==> config.mk <==
export PLATFORM = sky130hd
export DESIGN_NAME = clu_char_lcd
export DESIGN_NICKNAME = d
export VERILOG_FILES = /design/src/pkg/clu_pkg.sv /design/src/clu_char_lcd.sv
export VERILOG_INCLUDE_DIRS = /design/src /design/src/pkg
export SDC_FILE = /design/constraint.sdc
export NUM_CORES = 2
export LEC_CHECK = 0
export BUFFER_PORTS_ARGS = -buffer_cell sky130_fd_sc_hd__buf_2
export CORE_MARGIN = 5
export CORE_UTILIZATION = 62
export DETAILED_ROUTE_END_ITERATION = 6
export GPL_TIMING_DRIVEN = 1
export PLACE_DENSITY = 0.88
export SYNTH_ARGS = -nofsm -noshare
export SYNTH_HDL_FRONTEND = slang
export SYNTH_SLANG_ARGS = --single-unit
==> constraint.sdc <==
create_clock -name clock -period 6.75 [get_ports clock]
set_input_delay 0.675 -clock clock [delete_from_list [all_inputs] [get_ports clock]]
set_output_delay 0.675 -clock clock [all_outputs]
set_load 0.05 [all_outputs]
==> src/pkg/clu_defs.svh <==
// constants of the character display instruction unit
//
// How it works
// - clear fills spaces, zeroes counter, sets increment
// - return home zeroes counter, undoes shift
// - entry mode latches step direction
// - glyph accesses step like text accesses
// - text write with auto-scroll shifts display
// - display off blanks, memory kept
// - cursor off hides cursor, direction kept
// - blink alternates cursor cell with all-on
// - shift instruction moves cursor or display
// - display shift keeps counter, no memory access
// - two-line cursor wraps from line one to two
// - display shift rotates each line together
// - function set latches width, lines, font
// - glyph address loads six bits, selects glyphs
// - text address loads seven bits, selects text
// - status read gives busy and counter
// - every data access steps the counter
// - data write stores byte, busy 43 us
// - data read drives byte, busy 43 us
// - bus width bit selects eight or four
// - two-line text map 00-27 and 40-67
// - line bit and font bit meanings
`ifndef CLU_DEFS_SVH
`define CLU_DEFS_SVH

// -----------------------------------------------------------------
// timing
// -----------------------------------------------------------------
`define CLU_CLK_NS 10
`define CLU_T_HOME_NS 1530000
`define CLU_T_INSTR_NS 39000
`define CLU_T_DATA_NS 43000
`define CLU_T_BLINK_NS 400000000

// -----------------------------------------------------------------
// instruction bit positions
// -----------------------------------------------------------------
`define CLU_BIT_CLEAR 0
`define CLU_BIT_HOME 1
`define CLU_BIT_ENTRY 2
`define CLU_BIT_ONOFF 3
`define CLU_BIT_SHIFT 4
`define CLU_BIT_FUNC 5
`define CLU_BIT_GLYPH 6
`define CLU_BIT_TEXT 7

// -----------------------------------------------------------------
// address map and codes
// -----------------------------------------------------------------
`define CLU_LINE1_END 7'h27
`define CLU_LINE2_START 7'h40
`define CLU_LINE2_END 7'h67
`define CLU_ONELINE_END 7'h4f
`define CLU_LINE_LEN_TWO 7'h28
`define CLU_LINE_LEN_ONE 7'h50
`define CLU_SPACE 8'h20
`define CLU_ALL_ON 8'hff
`define CLU_TEXT_DEPTH 128
`define CLU_GLYPH_DEPTH 64
`define CLU_FIFO_DEPTH 16
`define CLU_FIFO_WIDTH 10

// -----------------------------------------------------------------
// reset values
// -----------------------------------------------------------------
`define CLU_RST_BUS8 1'b1
`define CLU_RST_INC 1'b1
`define CLU_RST_TWO 1'b0

`endif

==> src/pkg/clu_pkg.sv <==
// types of the character display instruction unit
package clu_pkg;
  typedef enum logic [1:0] {
    CLU_IDLE,
    CLU_FILL,
    CLU_WAIT
  } clu_state_e;
  typedef logic [6:0] clu_addr_t;
endpackage

==> src/clu_char_lcd.sv <==
// instruction unit of a two-line character display, with its command queue
`timescale 1ns/1ns
`include "clu_defs.svh"

// -----------------------------------------------------------------
// command queue
// -----------------------------------------------------------------
module clu_fifo #(
  parameter int WIDTH = 10,
  parameter int DEPTH = 16
) (
  input wire logic clock,
  input wire logic srst,
  input wire logic inValid,
  output logic inReady,
  input wire logic [WIDTH-1:0] inData,
  output logic outValid,
  input wire logic outReady,
  output logic [WIDTH-1:0] outData
);
  localparam int AW = $clog2(DEPTH);
  logic [WIDTH-1:0] store_reg [DEPTH];
  logic [AW-1:0] wrPtr_reg;
  logic [AW-1:0] rdPtr_reg;
  logic [AW:0] count_reg;
  wire doPush = inValid && inReady;
  wire doPop = outValid && outReady;

  assign inReady = count_reg != (AW+1)'(DEPTH);
  assign outValid = count_reg != '0;
  assign outData = store_reg[rdPtr_reg];

  always_ff @(posedge clock) begin
    if (doPush) begin
      store_reg[wrPtr_reg] <= inData;
    end
  end

  always_ff @(posedge clock) begin
    if (srst) begin
      wrPtr_reg <= '0;
      rdPtr_reg <= '0;
      count_reg <= '0;
    end else begin
      wrPtr_reg <= doPush ? wrPtr_reg + 1'b1 : wrPtr_reg;
      rdPtr_reg <= doPop ? rdPtr_reg + 1'b1 : rdPtr_reg;
      count_reg <= count_reg + (AW+1)'(doPush) - (AW+1)'(doPop);
    end
  end
endmodule // clu_fifo

// -----------------------------------------------------------------
// instruction unit
// -----------------------------------------------------------------
module clu_char_lcd #(
  parameter int HOME_CYCLES = `CLU_T_HOME_NS / `CLU_CLK_NS,
  parameter int DATA_CYCLES = `CLU_T_DATA_NS / `CLU_CLK_NS,
  parameter int BLINK_CYCLES = `CLU_T_BLINK_NS / `CLU_CLK_NS
) (
  input wire logic clock,
  input wire logic srst,
  input wire logic regSelect,
  input wire logic readNotWrite,
  input wire logic strobe,
  input wire logic [7:0] dataIn,
  output logic [7:0] dataOut,
  output logic dataOe,
  input wire logic [6:0] scanAddr,
  output logic [7:0] scanChar,
  output logic displayEnable,
  output logic cursorShow,
  output logic blinkEnable,
  output logic twoLineMode,
  output logic tallFont,
  output logic busWidth8,
  output logic [6:0] displayOffset,
  output logic [6:0] addressCounter,
  output logic busyIndicator,
  output logic queueReady
);
  localparam int INSTR_CYCLES = `CLU_T_INSTR_NS / `CLU_CLK_NS;

  // ---------------------------------------------------------------
  // helpers
  // ---------------------------------------------------------------
  // auto step of the counter, text wraps per line layout
  function automatic clu_pkg::clu_addr_t stepAddr(input clu_pkg::clu_addr_t a,
      input logic inc, input logic two, input logic glyph);
    clu_pkg::clu_addr_t r;
    r = inc ? a + 7'h01 : a - 7'h01;
    if (glyph) begin
      r = {1'b0, r[5:0]};
    end else if (two) begin
      if (inc && a == `CLU_LINE1_END) r = `CLU_LINE2_START;
      else if (inc && a == `CLU_LINE2_END) r = 7'h00;
      else if (!inc && a == 7'h00) r = `CLU_LINE2_END;
      else if (!inc && a == `CLU_LINE2_START) r = `CLU_LINE1_END;
    end else begin
      if (inc && a == `CLU_ONELINE_END) r = 7'h00;
      else if (!inc && a == 7'h00) r = `CLU_ONELINE_END;
    end
    return r;
  endfunction

  // one offset rotates every line inside its own range
  function automatic clu_pkg::clu_addr_t shiftOff(input clu_pkg::clu_addr_t o,
      input logic left, input logic two);
    clu_pkg::clu_addr_t len;
    len = two ? `CLU_LINE_LEN_TWO : `CLU_LINE_LEN_ONE;
    if (left) return (o >= len - 7'h01) ? 7'h00 : o + 7'h01;
    return (o == 7'h00 || o >= len) ? len - 7'h01 : o - 7'h01;
  endfunction

  // ---------------------------------------------------------------
  // pin synchronisers
  // ---------------------------------------------------------------
  logic [10:0] pinMeta_reg;
  logic [10:0] pinSync_reg;
  logic strobeLast_reg;
  always_ff @(posedge clock) begin
    pinMeta_reg <= {regSelect, readNotWrite, strobe, dataIn};
    pinSync_reg <= pinMeta_reg;
    strobeLast_reg <= srst ? 1'b0 : pinSync_reg[8];
  end
  wire sRs = pinSync_reg[10];
  wire sRw = pinSync_reg[9];
  wire sStrobe = pinSync_reg[8];
  wire [7:0] sData = pinSync_reg[7:0];
  wire strobeRise = sStrobe && !strobeLast_reg;
  wire strobeFall = !sStrobe && strobeLast_reg;

  // ---------------------------------------------------------------
  // state
  // ---------------------------------------------------------------
  logic [7:0] textMem_reg [`CLU_TEXT_DEPTH];
  logic [7:0] glyphMem_reg [`CLU_GLYPH_DEPTH];
  clu_pkg::clu_state_e state_reg, state_next;
  logic [31:0] busyCnt_reg, busyCnt_next;
  clu_pkg::clu_addr_t fillIdx_reg;
  clu_pkg::clu_addr_t ac_reg, ac_next;
  clu_pkg::clu_addr_t off_reg, off_next;
  logic inc_reg, inc_next;
  logic scroll_reg, scroll_next;
  logic disp_reg, disp_next;
  logic cur_reg, cur_next;
  logic blink_reg, blink_next;
  logic bus8_reg, bus8_next;
  logic two_reg, two_next;
  logic tall_reg, tall_next;
  logic glyphSel_reg, glyphSel_next;
  logic nibblePhase_reg;
  logic [3:0] upperNib_reg;
  logic [7:0] readByte_reg;
  logic [31:0] blinkCnt_reg;
  logic blinkPhase_reg;

  // ---------------------------------------------------------------
  // host side: status and data reads, write capture
  // ---------------------------------------------------------------
  wire [7:0] memByte = glyphSel_reg ? glyphMem_reg[ac_reg[5:0]] : textMem_reg[ac_reg];
  wire [7:0] statusByte = {busyIndicator, ac_reg};
  wire firstNibble = !bus8_reg && !nibblePhase_reg;
  wire [7:0] readSrc = sRs ? memByte : statusByte;
  wire [7:0] readView = firstNibble ? {readSrc[7:4], 4'h0} :
                        bus8_reg ? readSrc : {readByte_reg[3:0], 4'h0};
  wire byteDone = bus8_reg || nibblePhase_reg;
  wire [7:0] writeByte = bus8_reg ? sData : {upperNib_reg, sData[7:4]};
  // a data read queues only its counter step
  wire fifoInValid = strobeFall && byteDone && (!sRw || sRs);
  wire [9:0] fifoInData = {sRw, sRs, writeByte};
  wire fifoInReady;
  wire fifoOutValid;
  wire [9:0] fifoOutData;
  wire fifoPop = fifoOutValid && state_reg == clu_pkg::CLU_IDLE;

  clu_fifo #(
    .WIDTH(`CLU_FIFO_WIDTH),
    .DEPTH(`CLU_FIFO_DEPTH)
  ) cmdQueue (
    .clock(clock),
    .srst(srst),
    .inValid(fifoInValid),
    .inReady(fifoInReady),
    .inData(fifoInData),
    .outValid(fifoOutValid),
    .outReady(fifoPop),
    .outData(fifoOutData)
  );

  always_ff @(posedge clock) begin
    if (srst) begin
      dataOut <= 8'h00;
      dataOe <= 1'b0;
      readByte_reg <= 8'h00;
    end else if (strobeRise && sRw) begin
      dataOut <= readView;
      dataOe <= 1'b1;
      readByte_reg <= firstNibble ? readSrc : readByte_reg;
    end else if (strobeFall) begin
      dataOe <= 1'b0;
    end
  end

  // four-bit mode pairs two strobes into one byte
  always_ff @(posedge clock) begin
    if (srst) begin
      nibblePhase_reg <= 1'b0;
      upperNib_reg <= 4'h0;
    end else if (strobeFall && !bus8_reg) begin
      nibblePhase_reg <= !nibblePhase_reg;
      upperNib_reg <= nibblePhase_reg ? upperNib_reg : sData[7:4];
    end
  end

  // ---------------------------------------------------------------
  // executor
  // ---------------------------------------------------------------
  wire cmdRw = fifoOutData[9];
  wire cmdRs = fifoOutData[8];
  wire [7:0] cmd = fifoOutData[7:0];
  logic textWe;
  logic glyphWe;
  clu_pkg::clu_addr_t textWa;
  logic [7:0] textWd;

  always_comb begin
    state_next = state_reg;
    busyCnt_next = busyCnt_reg == 32'd0 ? 32'd0 : busyCnt_reg - 32'd1;
    ac_next = ac_reg;
    off_next = off_reg;
    inc_next = inc_reg;
    scroll_next = scroll_reg;
    disp_next = disp_reg;
    cur_next = cur_reg;
    blink_next = blink_reg;
    bus8_next = bus8_reg;
    two_next = two_reg;
    tall_next = tall_reg;
    glyphSel_next = glyphSel_reg;
    textWe = 1'b0;
    glyphWe = 1'b0;
    textWa = ac_reg;
    textWd = cmd;
    if (state_reg == clu_pkg::CLU_FILL) begin
      textWe = 1'b1;
      textWa = fillIdx_reg;
      textWd = `CLU_SPACE;
      if (fillIdx_reg == 7'h7f) state_next = clu_pkg::CLU_WAIT;
    end else if (state_reg == clu_pkg::CLU_WAIT) begin
      if (busyCnt_reg <= 32'd1) state_next = clu_pkg::CLU_IDLE;
    end else if (fifoPop) begin
      state_next = clu_pkg::CLU_WAIT;
      busyCnt_next = 32'(INSTR_CYCLES);
      if (cmdRs) begin
        busyCnt_next = 32'(DATA_CYCLES);
        ac_next = stepAddr(ac_reg, inc_reg, two_reg, glyphSel_reg);
        if (!cmdRw) begin
          textWe = !glyphSel_reg;
          glyphWe = glyphSel_reg;
          if (scroll_reg && !glyphSel_reg) off_next = shiftOff(off_reg, inc_reg, two_reg);
        end
      end else if (cmd[`CLU_BIT_TEXT]) begin
        ac_next = cmd[6:0];
        glyphSel_next = 1'b0;
      end else if (cmd[`CLU_BIT_GLYPH]) begin
        ac_next = {1'b0, cmd[5:0]};
        glyphSel_next = 1'b1;
      end else if (cmd[`CLU_BIT_FUNC]) begin
        bus8_next = cmd[4];
        two_next = cmd[3];
        tall_next = cmd[2];
      end else if (cmd[`CLU_BIT_SHIFT]) begin
        // display shift leaves the counter and memories alone
        if (cmd[3]) off_next = shiftOff(off_reg, !cmd[2], two_reg);
        else ac_next = stepAddr(ac_reg, cmd[2], two_reg, glyphSel_reg);
      end else if (cmd[`CLU_BIT_ONOFF]) begin
        disp_next = cmd[2];
        cur_next = cmd[1];
        blink_next = cmd[0];
      end else if (cmd[`CLU_BIT_ENTRY]) begin
        inc_next = cmd[1];
        scroll_next = cmd[0];
      end else if (cmd[`CLU_BIT_HOME]) begin
        busyCnt_next = 32'(HOME_CYCLES);
        ac_next = 7'h00;
        off_next = 7'h00;
        glyphSel_next = 1'b0;
      end else if (cmd[`CLU_BIT_CLEAR]) begin
        state_next = clu_pkg::CLU_FILL;
        busyCnt_next = 32'(HOME_CYCLES);
        ac_next = 7'h00;
        off_next = 7'h00;
        inc_next = 1'b1;
        glyphSel_next = 1'b0;
      end else begin
        state_next = clu_pkg::CLU_IDLE;
        busyCnt_next = 32'd0;
      end
    end
  end

  always_ff @(posedge clock) begin
    if (textWe) textMem_reg[textWa] <= textWd;
    if (glyphWe) glyphMem_reg[ac_reg[5:0]] <= cmd;
  end

  always_ff @(posedge clock) begin
    if (srst) begin
      state_reg <= clu_pkg::CLU_IDLE;
      busyCnt_reg <= 32'd0;
      fillIdx_reg <= 7'h00;
      {ac_reg, off_reg, glyphSel_reg} <= {7'h00, 7'h00, 1'b0};
      {inc_reg, scroll_reg} <= {`CLU_RST_INC, 1'b0};
      {disp_reg, cur_reg, blink_reg} <= 3'b000;
      {bus8_reg, two_reg, tall_reg} <= {`CLU_RST_BUS8, `CLU_RST_TWO, 1'b0};
    end else begin
      state_reg <= state_next;
      busyCnt_reg <= busyCnt_next;
      fillIdx_reg <= state_reg == clu_pkg::CLU_FILL ? fillIdx_reg + 7'h01 : 7'h00;
      {ac_reg, off_reg, glyphSel_reg} <= {ac_next, off_next, glyphSel_next};
      {inc_reg, scroll_reg} <= {inc_next, scroll_next};
      {disp_reg, cur_reg, blink_reg} <= {disp_next, cur_next, blink_next};
      {bus8_reg, two_reg, tall_reg} <= {bus8_next, two_next, tall_next};
    end
  end

  // ---------------------------------------------------------------
  // display view
  // ---------------------------------------------------------------
  wire cursorCell = scanAddr == ac_reg && !glyphSel_reg;
  wire [7:0] scanNext = !disp_reg ? `CLU_SPACE :
                        (blink_reg && blinkPhase_reg && cursorCell) ? `CLU_ALL_ON :
                        textMem_reg[scanAddr];

  always_ff @(posedge clock) begin
    if (srst || !blink_reg) begin
      blinkCnt_reg <= 32'd0;
      blinkPhase_reg <= 1'b0;
    end else if (blinkCnt_reg >= 32'(BLINK_CYCLES - 1)) begin
      blinkCnt_reg <= 32'd0;
      blinkPhase_reg <= !blinkPhase_reg;
    end else begin
      blinkCnt_reg <= blinkCnt_reg + 32'd1;
    end
  end

  // queued work counts as busy so a poll never races the queue
  always_ff @(posedge clock) begin
    if (srst) begin
      scanChar <= `CLU_SPACE;
      busyIndicator <= 1'b0;
      queueReady <= 1'b1;
      {displayEnable, cursorShow, blinkEnable} <= 3'b000;
      {twoLineMode, tallFont, busWidth8} <= {`CLU_RST_TWO, 1'b0, `CLU_RST_BUS8};
      displayOffset <= 7'h00;
      addressCounter <= 7'h00;
    end else begin
      scanChar <= scanNext;
      busyIndicator <= state_next != clu_pkg::CLU_IDLE || fifoOutValid;
      queueReady <= fifoInReady;
      {displayEnable, cursorShow, blinkEnable} <= {disp_reg, cur_reg && disp_reg, blink_reg};
      {twoLineMode, tallFont, busWidth8} <= {two_reg, tall_reg, bus8_reg};
      displayOffset <= off_reg;
      addressCounter <= ac_reg;
    end
  end
endmodule // clu_char_lcd

==> flow_metrics.env <==
export IMPL_tns_ps=0
export IMPL_cp_top_family="compound AO/OA/AOI/OAI gates"
export IMPL_synth_seq_area_share_pct=66.3
export IMPL_htree_levels=4
export IMPL_cp_required_ps=7430
export IMPL_slowest_stage="dfxtp_4"
export IMPL_path_depth=9
export IMPL_dr_first_iter_drc_count=9969
export IMPL_cts_sinks=1888
export IMPL_synthDistinctLibCells=90
export IMPL_ioPinCount=59
export IMPL_clockBufferDepth=3
export IMPL_multi_input_area_um2=26400
export IMPL_syn_area_per_cell_um2=18.1
export IMPL_setup_viol=0
export IMPL_synth_most_common_cell="edfxtp_1"
export IMPL_area_delta_synth_final_pct=9.78
export IMPL_synth_top_area_share_pct=61.7
export IMPL_synth_edf_count=1696
export IMPL_rows=134
export IMPL_drive_gt1_share_pct=25.4
export IMPL_p_leak_nw=27.9
export IMPL_design_area_um2=90600
export IMPL_avgViaCountPerCell=7.81
export IMPL_netlist_area_um2=82600
export IMPL_antenna_found_initial=16
export IMPL_period_share_pct=74.6
export IMPL_synth_common_cells="edfxtp_1 (1696), mux4_2 (733), nor2_1 (381), nand2_1 (265), dfxtp_1 (192)"
export IMPL_die_w_um=375
export IMPL_coreArea_um2=133000
export IMPL_yosysTopAreaCell="edfxtp_1"
export IMPL_startpoint_type="flip-flop"
export IMPL_grt_setup_unrepaired="false"
export IMPL_cp_max_fo=128
export IMPL_worstMarginPinSlew_ps=1540
export IMPL_post_cts_buffers=0
export IMPL_wire_per_inst_um=37.6
export IMPL_seqPwrFrac_pct=42.8
export IMPL_cpPeakStageDelay_ps=880
export IMPL_p_clk_share_pct=28.2
export IMPL_vias=51100
export IMPL_slew_headroom_pct=-2.89
export IMPL_hpwl_um=142000
export IMPL_cts_resized=0
export IMPL_port_buffers=58
export IMPL_r2r_cells=9
export IMPL_insertion_delay_ps=850
export IMPL_ff2ff_setup_slack_ps=1720
export IMPL_vdd_ir_drop_max_mv=0.404
export IMPL_track_usage_pct=34.9
export IMPL_grt_max_degree=129
export IMPL_grt_overflow_total=0
export IMPL_dr_pass1_iters=7
export IMPL_finClkSkew_ps=39.0
export IMPL_comb_power_share_pct=29.0
export IMPL_min_path_type="input pin to flip-flop"
export IMPL_worst_path_buf_inv=2
export IMPL_fin_crit_ps=5030
export IMPL_powerDensity_nw_per_um2=390
export IMPL_grt_pass1_vias=50900
export IMPL_p_sw_w=0.0121
export IMPL_initial_core_util_pct=62.1
export IMPL_cts_root_buf="clkbuf_16"
export IMPL_critPathArrivalTime_ps=5720
export IMPL_largest_reg_flops=1024
export IMPL_hold_viol_final=0
export IMPL_clkTransAtPathRegs_ps=70
export IMPL_fmax_mhz=199
export IMPL_final_core_util_pct=68.2
export IMPL_p_int_w=0.0233
export IMPL_hold_depth=2
export IMPL_worstPathCellList="buf_12, buf_12, mux4_2, mux4_2, mux2_2, o22ai_1, o22ai_1, a31oi_1, o21ai_0"
export IMPL_final_nets=4661
export IMPL_grt_pass1_wl_um=356000
export IMPL_maxSlewViolCount=5
export IMPL_cts_made_buffers=175
export IMPL_switching_share_pct=34.2
export IMPL_path_class="flip-flop to flip-flop"
export IMPL_drt_total_wl_um=246000
export IMPL_ys_async_sr_fraction_pct=0
export IMPL_die_y_um=375
export IMPL_regArea_um2=54800
export IMPL_gp_congestion=0.973
export IMPL_status="finished with violations"
export IMPL_nFillCells=7492
export IMPL_post_route_drc_count=3
export IMPL_synth_seq_cells=1888
export IMPL_drtAntennaViolNets=0
export IMPL_synth_warnings=0
export IMPL_syn_inst=4568
export IMPL_ys_top_cells_by_area="edfxtp_1 (62%), mux4_2 (20%), dfxtp_1 (4.7%), nor2_1 (1.7%), mux2i_1 (1.4%)"
export IMPL_drv_cap=3
export IMPL_finalPower_w=0.0354
export IMPL_post_dp_cell_area_um2=84800
export IMPL_dieArea_um2=141000
export IMPL_ys_flop_type="edfxtp_1"
export IMPL_violations="design-rule violations, max-capacitance violations, max-slew violations"
export IMPL_cp_end_kind="flip-flop"
export IMPL_cts_tree="built"
[worst reg2reg max path: stages (launching register included)]
cell and delay, ps:
dfxtp_4 880, buf_12 660, buf_12 530, mux4_2 450, mux4_2 580, mux2_2 300, o22ai_1 380, o22ai_1 330
a31oi_1 600, o21ai_0 180
[logic make-up (layout without fill, tap and decap cells)]
group / count (synthesis) / after routing / share of synthesized area [%]
buffers and inverters: 347 / 534 / 1.80
XOR/XNOR: 86 / 86 / 0.912
AO/OA/AOI/OAI: 404 / 404 / 3.33
AND/OR/NAND/NOR: 924 / 924 / 5.00
adder cells (fa/ha/maj): 29 / 29 / 0.449
multiplexers: 889 / 889 / 22.2
flip-flops: 1888 / 1888 / 66.3
other: 1 / 22 / 0.00454
[cell usage in the layout, fill, tap and decap left out, types with 22 or more instances in the layout]
cell	Yosys	final
nor2_1	381	372
buf_4	10	71
a22oi_1	23	23
buf_2	67	54
o21ai_0	87	85
ha_1	28	27
clkbuf_1	157	42
clkbuf_16	0	176
inv_1	46	41
nor3_1	51	50
nand3_1	67	67
mux4_2	733	733
mux2_2	24	24
mux2i_1	119	119
edfxtp_1	1696	1696
dfxtp_1	192	185
clkinv_1	2	33
o22ai_1	42	42
nor2b_1	29	29
nand2_1	265	259
xor2_1	39	39
and3_1	22	22
clkinv_2	0	27
a21oi_1	66	66
xnor2_1	47	47
[routing by layer]
layer | track usage (%) | wire length (um)
met2 | 54.0 | 114000
met3 | 11.8 | 37900
met4 | 21.3 | 20200
met5 | 1.30 | 291
met1 | 43.1 | 73300
[power by group through the flow]
stage | Combinational, W | Sequential [W] | Clock, W
6_report | 0.0103 | 0.0151 | 0.00998
5_1_grt | 0.0104 | 0.0151 | 0.0105
4_1_cts | 0.00982 | 0.0151 | 0.00993
3_5_place_dp | 0.00961 | 0.0153 | 0
3_3_place_gp | 0.00931 | 0.0153 | 0
2_1_floorplan | 0.00609 | 0.0152 | 0
[layout make-up]
cell class	count	share of cell area, %
Clock buffer	227	5.16
Clock inverter	98	1.08
Inverter	52	0.217
Antenna cell	16	0.0442
Timing Repair Buffer	157	1.46
Sequential cell	1888	60.5
Tap cell	1768	2.44
Multi-Input combinational cell	2338	29.1
[per-stage QoR]
stage | setup WS [ps] | cells | hold WS, ps
global placement | 2160 | 6192 | 310
floorplan | 1450 | 4573 | 310
CTS | 1980 | 6528 | 257
detailed placement | 2120 | 6192 | 314
global route | 1790 | 6531 | 303
finish | 1720 | 6544 | 321
[what timing repair did]
item | in CTS | in global routing
endpoints found under the setup margin | 0 | 0
hold endpoints to repair | 11 | 0
hold buffers | 11 | 0
[path summary, 6_finish.rpt]
path,start,endpoint
max,flip-flop,dataOut[1]
min,srst,two_reg
max reg2reg,flip-flop,dataOut[1]
min reg2reg,pinMeta_reg[7],pinSync_reg[7]
Note: power is estimated with default switching activity, not from simulation.
